$ cat src/common/dtc_map.svh
/*
  Register offsets, field positions, reset values and timing counts
  of the dual timer/counter block.
  Assumes inclusion by its bare name from the design files.
*/
`ifndef DTC_MAP_SVH
`define DTC_MAP_SVH

// Register word offsets on the plain register port
`define DTC_OFF_MODE   4'h0
`define DTC_OFF_CTRL   4'h1
`define DTC_OFF_CNT0H  4'h2
`define DTC_OFF_CNT0L  4'h3
`define DTC_OFF_CNT1H  4'h4
`define DTC_OFF_CNT1L  4'h5
`define DTC_OFF_ISTAT  4'h6
`define DTC_OFF_IMASK  4'h7

// Mode register nibbles
`define DTC_MODE_U0    3:0
`define DTC_MODE_U1    7:4

// Control register fields
`define DTC_TC_IT0     0
`define DTC_TC_IE0     1
`define DTC_TC_IT1     2
`define DTC_TC_IE1     3
`define DTC_TC_TR0     4
`define DTC_TC_TF0     5
`define DTC_TC_TR1     6
`define DTC_TC_TF1     7

// Interrupt status / mask fields
`define DTC_IS_TF0     0
`define DTC_IS_TF1     1
`define DTC_IS_IE0     2
`define DTC_IS_IE1     3
`define DTC_IS_W       4

// Reset values
`define DTC_RST_BYTE   8'h00
`define DTC_RST_IRQ    4'h0

// Oscillator periods per machine cycle
`define DTC_MCYCLE_CLKS 12

`endif

$ cat src/common/dtc_pkg.sv
/*
  Types shared by the dual timer/counter block.
  Assumes dtc_map.svh supplies the numeric constants.
*/
package dtc_pkg;

  typedef enum logic [1:0] {
    DTC_M13    = 2'h0,
    DTC_M16    = 2'h1,
    DTC_M8R    = 2'h2,
    DTC_MSPLIT = 2'h3
  } dtc_mode_e;

  typedef struct packed {
    logic       gate;
    logic       ext_src;
    dtc_mode_e  mode;
  } dtc_unit_cfg_s;

  typedef struct packed {
    logic [3:0] addr;
    logic [7:0] wdata;
    logic       wr;
    logic       rd;
  } dtc_bus_s;

  typedef struct packed {
    logic       ovf;
    logic [7:0] hi;
    logic [7:0] lo;
  } dtc_cnt_s;

endpackage

$ cat src/core/dtc_top.sv
/*
  Dual 16-bit timer/counter with mode, run/flag and count registers,
  external count and gate pins, and a masked interrupt output.
  Assumes core_clk is the oscillator, pins are asynchronous, and the
  register master follows the one-cycle strobe protocol.
*/
`timescale 1ns/1ps
`include "dtc_map.svh"

module dtc_top
  import dtc_pkg::*;
#(
  parameter int CLKS_PER_MCYCLE = `DTC_MCYCLE_CLKS
) (
  // Clock and reset
  input  wire logic             core_clk,
  input  wire logic             sys_rst,
  // Register port
  input  wire dtc_pkg::dtc_bus_s bus_req,
  output logic [7:0]            rd_data,
  // External pins
  input  wire logic             count_input0_pin,
  input  wire logic             count_input1_pin,
  input  wire logic             ext_irq0_pin,
  input  wire logic             ext_irq1_pin,
  // Interrupt processed strobes
  input  wire logic             irq_ack0,
  input  wire logic             irq_ack1,
  // Status
  output logic                  irq_out,
  output logic                  unit0_overflow_flag,
  output logic                  unit1_overflow_flag,
  output logic                  ext_irq0_edge_flag,
  output logic                  ext_irq1_edge_flag
);
  import dtc_pkg::*;

  localparam logic [3:0] PRESC_LAST = 4'(CLKS_PER_MCYCLE - 1);

  logic [7:0]         mode_reg;
  logic [7:0]         ctrl_reg;
  logic [7:0]         ctrl_next;
  logic [7:0]         cnt0h_reg;
  logic [7:0]         cnt0h_next;
  logic [7:0]         cnt0l_reg;
  logic [7:0]         cnt0l_next;
  logic [7:0]         cnt1h_reg;
  logic [7:0]         cnt1h_next;
  logic [7:0]         cnt1l_reg;
  logic [7:0]         cnt1l_next;
  logic [`DTC_IS_W-1:0] istat_reg;
  logic [`DTC_IS_W-1:0] istat_next;
  logic [`DTC_IS_W-1:0] imask_reg;
  logic [7:0]         rd_data_reg;
  logic [7:0]         rd_next;
  logic               irq_reg;
  logic [3:0]         presc_reg;
  logic [3:0]         sync1_reg;
  logic [3:0]         sync2_reg;
  logic [1:0]         samp_reg;
  logic [1:0]         prev_reg;
  logic [1:0]         irq_prev_reg;

  // Register decode
  wire wr_mode  = bus_req.wr && bus_req.addr == `DTC_OFF_MODE;
  wire wr_ctrl  = bus_req.wr && bus_req.addr == `DTC_OFF_CTRL;
  wire wr_c0h   = bus_req.wr && bus_req.addr == `DTC_OFF_CNT0H;
  wire wr_c0l   = bus_req.wr && bus_req.addr == `DTC_OFF_CNT0L;
  wire wr_c1h   = bus_req.wr && bus_req.addr == `DTC_OFF_CNT1H;
  wire wr_c1l   = bus_req.wr && bus_req.addr == `DTC_OFF_CNT1L;
  wire wr_istat = bus_req.wr && bus_req.addr == `DTC_OFF_ISTAT;
  wire wr_imask = bus_req.wr && bus_req.addr == `DTC_OFF_IMASK;

  // Per-unit configuration nibbles
  wire dtc_unit_cfg_s cfg0 = dtc_unit_cfg_s'(mode_reg[`DTC_MODE_U0]);
  wire dtc_unit_cfg_s cfg1 = dtc_unit_cfg_s'(mode_reg[`DTC_MODE_U1]);

  // Machine-cycle tick
  wire tick = presc_reg == PRESC_LAST;

  // Pins: count1, count0, irq1, irq0
  wire [3:0] pins_raw = {count_input1_pin, count_input0_pin,
                         ext_irq1_pin, ext_irq0_pin};
  wire [1:0] irq_s = sync2_reg[1:0];
  wire [1:0] cnt_s = sync2_reg[3:2];

  logic [1:0] cnt_ev;
  logic [1:0] irq_fall;
  logic [1:0] ie_next;

  genvar gi;
  generate
    for (gi = 0; gi < 4; gi++) begin : g_sync
      always_ff @(posedge core_clk or posedge sys_rst) begin
        if (sys_rst) begin
          sync1_reg[gi] <= 1'b1;
          sync2_reg[gi] <= 1'b1;
        end else begin
          sync1_reg[gi] <= pins_raw[gi];
          sync2_reg[gi] <= sync1_reg[gi];
        end
      end
    end
    for (gi = 0; gi < 2; gi++) begin : g_chan
      // Sampled once per machine cycle, compared one cycle later
      assign cnt_ev[gi]   = tick && prev_reg[gi] && !samp_reg[gi];
      assign irq_fall[gi] = irq_prev_reg[gi] && !irq_s[gi];
      // Level mode mirrors the pin; edge mode latches until processed
      assign ie_next[gi] =
        !ctrl_reg[2*gi] ? !irq_s[gi] :
        irq_fall[gi] ||
        (!(gi == 0 ? irq_ack0 : irq_ack1) &&
         (wr_ctrl ? bus_req.wdata[2*gi+1] : ctrl_reg[2*gi+1]));
    end
  endgenerate

  // One step of a unit in modes 0..2; mode 3 holds
  function automatic dtc_cnt_s cnt_step(input dtc_mode_e m,
                                        input logic [7:0] hi,
                                        input logic [7:0] lo,
                                        input logic en);
    dtc_cnt_s   r;
    logic [8:0] lo_s;
    logic [8:0] hi_s;
    logic [5:0] p_s;
    r    = '{ovf: 1'b0, hi: hi, lo: lo};
    lo_s = {1'b0, lo} + 9'h001;
    hi_s = {1'b0, hi} + 9'h001;
    p_s  = {1'b0, lo[4:0]} + 6'h01;
    if (en) begin
      case (m)
        DTC_M13: begin
          // Upper three low-byte bits are left alone
          r.lo = {lo[7:5], p_s[4:0]};
          if (p_s[5]) begin
            r.hi  = hi_s[7:0];
            r.ovf = hi_s[8];
          end
        end
        DTC_M16: begin
          r.lo = lo_s[7:0];
          if (lo_s[8]) begin
            r.hi  = hi_s[7:0];
            r.ovf = hi_s[8];
          end
        end
        DTC_M8R: begin
          r.lo  = lo_s[8] ? hi : lo_s[7:0];
          r.ovf = lo_s[8];
        end
        default: r.ovf = 1'b0;
      endcase
    end
    return r;
  endfunction

  // Run qualification
  wire run0 = ctrl_reg[`DTC_TC_TR0] &&
              (!cfg0.gate || irq_s[0]);
  wire run1 = ctrl_reg[`DTC_TC_TR1] &&
              (!cfg1.gate || irq_s[1]);
  wire ev0  = cfg0.ext_src ? cnt_ev[0] : tick;
  wire ev1  = cfg1.ext_src ? cnt_ev[1] : tick;
  wire en0  = ev0 && run0;
  wire en1  = ev1 && run1;

  wire dtc_cnt_s step0 = cnt_step(cfg0.mode, cnt0h_reg, cnt0l_reg, en0);
  wire dtc_cnt_s step1 = cnt_step(cfg1.mode, cnt1h_reg, cnt1l_reg, en1);

  // Split mode of unit 0
  wire       split   = cfg0.mode == DTC_MSPLIT;
  wire       hi0_en  = tick && ctrl_reg[`DTC_TC_TR1];
  wire [8:0] lo0_inc = {1'b0, cnt0l_reg} + 9'h001;
  wire [8:0] hi0_inc = {1'b0, cnt0h_reg} + 9'h001;
  wire [7:0] u0_lo   = !split ? step0.lo :
                       en0 ? lo0_inc[7:0] : cnt0l_reg;
  wire [7:0] u0_hi   = !split ? step0.hi :
                       hi0_en ? hi0_inc[7:0] : cnt0h_reg;
  wire tf0_set = split ? en0 && lo0_inc[8] : step0.ovf;
  wire tf1_set = split ? hi0_en && hi0_inc[8] : step1.ovf;

  // CPU byte writes take precedence over counting
  assign cnt0h_next = wr_c0h ? bus_req.wdata : u0_hi;
  assign cnt0l_next = wr_c0l ? bus_req.wdata : u0_lo;
  assign cnt1h_next = wr_c1h ? bus_req.wdata : step1.hi;
  assign cnt1l_next = wr_c1l ? bus_req.wdata : step1.lo;

  // Control register: hardware set beats software clear
  wire tf0_n = tf0_set ||
               (wr_ctrl ? bus_req.wdata[`DTC_TC_TF0]
                        : ctrl_reg[`DTC_TC_TF0]);
  wire tf1_n = tf1_set ||
               (wr_ctrl ? bus_req.wdata[`DTC_TC_TF1]
                        : ctrl_reg[`DTC_TC_TF1]);
  wire [3:0] ctl_sw = wr_ctrl ?
    {bus_req.wdata[`DTC_TC_TR1], bus_req.wdata[`DTC_TC_TR0],
     bus_req.wdata[`DTC_TC_IT1], bus_req.wdata[`DTC_TC_IT0]} :
    {ctrl_reg[`DTC_TC_TR1], ctrl_reg[`DTC_TC_TR0],
     ctrl_reg[`DTC_TC_IT1], ctrl_reg[`DTC_TC_IT0]};
  assign ctrl_next = {tf1_n, ctl_sw[3], tf0_n, ctl_sw[2],
                      ie_next[1], ctl_sw[1], ie_next[0], ctl_sw[0]};

  // Sticky interrupt status, write one to clear
  wire [`DTC_IS_W-1:0] ev_vec = {irq_fall[1], irq_fall[0],
                                 tf1_set, tf0_set};
  wire [`DTC_IS_W-1:0] clr_vec = wr_istat ?
                                 bus_req.wdata[`DTC_IS_W-1:0] :
                                 `DTC_RST_IRQ;
  assign istat_next = ev_vec | (istat_reg & ~clr_vec);

  // Read mux; unmapped offsets read as zero
  assign rd_next =
    bus_req.addr == `DTC_OFF_MODE  ? mode_reg  :
    bus_req.addr == `DTC_OFF_CTRL  ? ctrl_reg  :
    bus_req.addr == `DTC_OFF_CNT0H ? cnt0h_reg :
    bus_req.addr == `DTC_OFF_CNT0L ? cnt0l_reg :
    bus_req.addr == `DTC_OFF_CNT1H ? cnt1h_reg :
    bus_req.addr == `DTC_OFF_CNT1L ? cnt1l_reg :
    bus_req.addr == `DTC_OFF_ISTAT ? {4'h0, istat_reg} :
    bus_req.addr == `DTC_OFF_IMASK ? {4'h0, imask_reg} : `DTC_RST_BYTE;

  always_ff @(posedge core_clk or posedge sys_rst) begin
    if (sys_rst) begin
      presc_reg    <= 4'h0;
      samp_reg     <= 2'h3;
      prev_reg     <= 2'h3;
      irq_prev_reg <= 2'h3;
    end else begin
      presc_reg    <= tick ? 4'h0 : presc_reg + 4'h1;
      irq_prev_reg <= irq_s;
      if (tick) begin
        samp_reg <= cnt_s;
        prev_reg <= samp_reg;
      end
    end
  end

  always_ff @(posedge core_clk or posedge sys_rst) begin
    if (sys_rst) begin
      mode_reg  <= `DTC_RST_BYTE;
      ctrl_reg  <= `DTC_RST_BYTE;
      cnt0h_reg <= `DTC_RST_BYTE;
      cnt0l_reg <= `DTC_RST_BYTE;
      cnt1h_reg <= `DTC_RST_BYTE;
      cnt1l_reg <= `DTC_RST_BYTE;
    end else begin
      if (wr_mode) begin
        mode_reg <= bus_req.wdata;
      end
      ctrl_reg  <= ctrl_next;
      cnt0h_reg <= cnt0h_next;
      cnt0l_reg <= cnt0l_next;
      cnt1h_reg <= cnt1h_next;
      cnt1l_reg <= cnt1l_next;
    end
  end

  always_ff @(posedge core_clk or posedge sys_rst) begin
    if (sys_rst) begin
      istat_reg   <= `DTC_RST_IRQ;
      imask_reg   <= `DTC_RST_IRQ;
      irq_reg     <= 1'b0;
      rd_data_reg <= `DTC_RST_BYTE;
    end else begin
      istat_reg   <= istat_next;
      irq_reg     <= |(istat_next & imask_reg);
      rd_data_reg <= bus_req.rd ? rd_next : `DTC_RST_BYTE;
      if (wr_imask) begin
        imask_reg <= bus_req.wdata[`DTC_IS_W-1:0];
      end
    end
  end

  assign rd_data             = rd_data_reg;
  assign irq_out             = irq_reg;
  assign unit0_overflow_flag = ctrl_reg[`DTC_TC_TF0];
  assign unit1_overflow_flag = ctrl_reg[`DTC_TC_TF1];
  assign ext_irq0_edge_flag  = ctrl_reg[`DTC_TC_IE0];
  assign ext_irq1_edge_flag  = ctrl_reg[`DTC_TC_IE1];

  wire no_cnt_wr = !(wr_c0h || wr_c0l || wr_c1h || wr_c1l);
endmodule

$ cat config.mk
export PLATFORM = sky130hd
export DESIGN_NAME = dtc_top
export DESIGN_NICKNAME = d
export VERILOG_FILES = /design/src/common/dtc_pkg.sv /design/src/core/dtc_top.sv
export VERILOG_INCLUDE_DIRS = /design/src /design/src/common
export SDC_FILE = /design/constraint.sdc
export NUM_CORES = 1
export LEC_CHECK = 0
export ABC_CLOCK_PERIOD_IN_PS = 3600
export BUFFER_PORTS_ARGS = -buffer_cell sky130_fd_sc_hd__buf_2
export CORE_MARGIN = 4
export CORE_UTILIZATION = 55
export DETAILED_ROUTE_END_ITERATION = 12
export PLACE_DENSITY_LB_ADDON = 0.15
export SLEW_MARGIN = 20
export SYNTH_ARGS = -nofsm -noshare
export SYNTH_HDL_FRONTEND = slang
export SYNTH_SLANG_ARGS = --single-unit
$ cat constraint.sdc
create_clock -name core_clk -period 3.6 [get_ports core_clk]
set_input_delay 0.18 -clock core_clk [delete_from_list [all_inputs] [get_ports core_clk]]
set_output_delay 0.18 -clock core_clk [all_outputs]
set_load 0.01 [all_outputs]
==> impl_results.md <==
* Hpwl dp at 10700 microns
* Post-Syn Nets at 586
* Drt pass-1 iters at 5
* First-pass GRT wire length at 23400 microns
* Slowest-stage cell, CP: a2111oi_4
* Largest net degree at the start of global routing at 58
* Vias in the first global route at 4294
* Postcts setup bufs at 0
* Die area at 10900 sq um
* Status: completed
* Maximum clock rate at 387 MHz
* Final setup viols at 0
* Hold slack at 0.0760 ns
* Worst Path Buf+Inv at 0
* Crit path kind: reg2reg
* Leakage power at 2.40 nW
* Combinational power share at 0.280
* Final min period at 2.58 ns
* Worst endpoint required time at 3.83 ns
* Cell count after synthesis at 551
* Relative slew slack at 0.499
* Number of core rows at 34
* Total grt overflow at 0
* Crit path max fanout at 12
* Worst vdd ir at 0.291 mV
* Hold WC Path Type: in2reg
* DRC errors left at 0
* Internal power at 0.00176 W
* Clock sink total at 83
* Crit path max-delay family: compound AO/OA/AOI/OAI gates
* Synth unique cells at 65
* Main synth FF type: dfrtp_1
* Port-buffer cells at 34
* Final Max Slew Viols at 0
* Worst Tran Pin Value at 0.746 ns
* Clock network power share at 0.231
* Synth warn at 0
* Layout Skew at 0.0149 ns
* Final worst setup slack at 1.02 ns
* Die X at 104 microns
* TritonCTS buffer count at 9
* CTS H-tree depth at 3
* Dpl ws at 1.05 ns
* CP peak stage delay at 0.59 ns
* Crit path launch type: register
* Final ANT Viol Nets at 0
* Num ports at 35
* Synth Area per Inst at 9.24 sq um
* Via count at 4485
* Initial Util at 0.575
* Cts repair resizes at 0
* CP endpoint kind: register
* Top cells by area, synth: dfrtp_1, dfstp_2, nand2_1
* Setup TNS at 0 ns
* Antenna cells at 0
* Iteration-0 DRC Markers at 268
* CTS tree: done
* Ys async rst share at 1.00
* Via/cell ratio at 6.43
* Post-synth EDFFs at 0
* Period utilisation layout at 0.718
* GRT Total Usage at 0.273
* Finished Core Util at 0.631
* Nets@finish at 619
* Seq/Total Area, Yosys at 0.411
* Clock Tree Root: clkbuf_8
* RSZ-0062 raised after global routing: no
* Core footprint at 8850 sq um
* Worst-case clock buffer depth at 2
* Share of the synthesized area in the top cell type at 0.339
* Clk_lat worst skew at 0.37 ns
* Clock-pin slew on the worst setup and hold paths at 0.10 ns
* Cell area after synthesis at 5090 sq um
* Final Hold Fails at 0
* Arr. time, crit path at 2.81 ns
* Share of cells above drive strength 1 at 0.183
* Seq cells post-synth at 83
* Area Overhead vs Synth at 9.58%
* Power density over cell area at 520 nW/um^2
* Cell Chain, Critical Path: ha_1, nand2b_1, a2111oi_4, a31oi_4, nor3_2, xnor2_1, a21oi_1
* Drt total wl at 14600 microns
* Sw power at 0.00115 W
* Initial antenna violation count at 0
* Sequential Power Share at 0.489
* Filler cells at 768
* Wire length per cell at 21.0 microns
* Routability cong. at 0.960
* Net Sw Frac at 0.395
* Die span in y at 104 microns
* Max-cap violations at 0
* Synth area leader: dfrtp_1
[Yosys cell counts, types with 6 or more instances]
library cell and instances:
o22ai_1 9, a22oi_1 9, nand4_1 9, buf_2 6
ha_1 13, xor2_1 9, and3_1 9, mux2_2 21
clkbuf_1 12, dfrtp_1 69, inv_1 25, nand2_1 67
nand3_1 25, nand2b_1 7, xnor2_1 6, a21oi_1 19
o221ai_1 6, a31oi_1 9, nor3_1 23, nor2b_1 16
dfstp_2 14, mux2i_1 10, o21ai_0 41, nor2_1 46
[per-layer routing]
metal | track usage | share of wire
met5 | 0 | 0
met4 | 0.0845 | 0.019
met3 | 0.0379 | 0.062
met2 | 0.452 | 0.49
met1 | 0.373 | 0.43
[power by group through the flow]
stage,Combinational (W),Sequential [W],Clock [W]
2_1_floorplan,0.000614,0.00132,0
3_3_place_gp,0.000776,0.00142,0
3_5_place_dp,0.000790,0.00143,0
4_1_cts,0.000800,0.00141,0.000683
5_1_grt,0.000901,0.00145,0.000728
6_report,0.000812,0.00142,0.000669
[path summary, 6_finish.rpt]
kind | start | endpoint | slack (ns) | cells past startpoint
min | bus_req[0] | rd_data[6]$_DFF_PP0_ | 0.08 | 2
min in group asynchronous | sys_rst | ctrl_reg[3]$_DFF_PP0_ | 0.47 | 3
max in group asynchronous | sys_rst | rd_data[7]$_DFF_PP0_ | 2.25 | 4
max | mode_reg[0]$_DFFE_PP0P_ | cnt0h_reg[6]$_DFFE_PP0P_ | 1.02 | 7
min reg2reg | sync1_reg[3]$_DFF_PP1_ | cnt_s[1]$_DFF_PP1_ | 0.36 | 0
max reg2reg | mode_reg[0]$_DFFE_PP0P_ | cnt0h_reg[6]$_DFFE_PP0P_ | 1.02 | 7
[worst register-to-register path, stage by stage (launching register included)]
cell and delay (ns):
dfrtp_1 0.44, ha_1 0.40, nand2b_1 0.25, a2111oi_4 0.59, a31oi_4 0.28, nor3_2 0.26, xnor2_1 0.13, a21oi_1 0.09
[placed cells by master, fill, tap and decap left out, types with 10 or more instances in the layout]
cell / n
inv_1: 24
mux2i_1: 10
nor3_1: 23
dfrtp_1: 69
nor2b_1: 16
nand3_1: 25
ha_1: 13
a21oi_1: 19
nand2_1: 67
nor2_1: 46
mux2_2: 21
dfstp_2: 14
buf_2: 34
o21ai_0: 41
[through the flow]
| step | cell area, sq um | power [W] | instances |
|---|---|---|---|
| floorplan | 5090 | 0.00194 | 551 |
| global placement | 5320 | 0.00220 | 674 |
| detailed placement | 5320 | 0.00222 | 674 |
| CTS | 5570 | 0.00289 | 696 |
| global route | 5580 | 0.00307 | 697 |
| finish | 5580 | 0.00290 | 697 |
[cell type report]
type | count | area, sq um | share of cell area
Clock buffer | 9 | 124 | 0.0222
Clock inverter | 7 | 65.1 | 0.0117
Inverter | 25 | 96.3 | 0.0173
Multi-Input combinational cell | 422 | 2810 | 0.503
Sequential cell | 83 | 2090 | 0.375
Tap cell | 108 | 135 | 0.0242
Timing Repair Buffer | 43 | 255 | 0.0458
[kinds of logic (layout without fill, tap and decap cells)]
family          after synthesis  after routing  share of synthesized area
mux                          35             35                     0.0838
compound gates              138            138                      0.195
flops                        83             83                      0.411
xor+xnor                     15             15                     0.0258
buf+inv                      46             84                     0.0369
fa+ha+maj                    13             13                     0.0319
simple gates                221            221                      0.215
[repair_timing]
| item | in CTS | in global routing |
|---|---|---|
| setup endpoints to repair | 0 | 0 |
| hold buffers | 6 | 1 |
| endpoints found under the hold margin | 6 | 26 |
No activity file was read; power rests on OpenSTA's default activity.
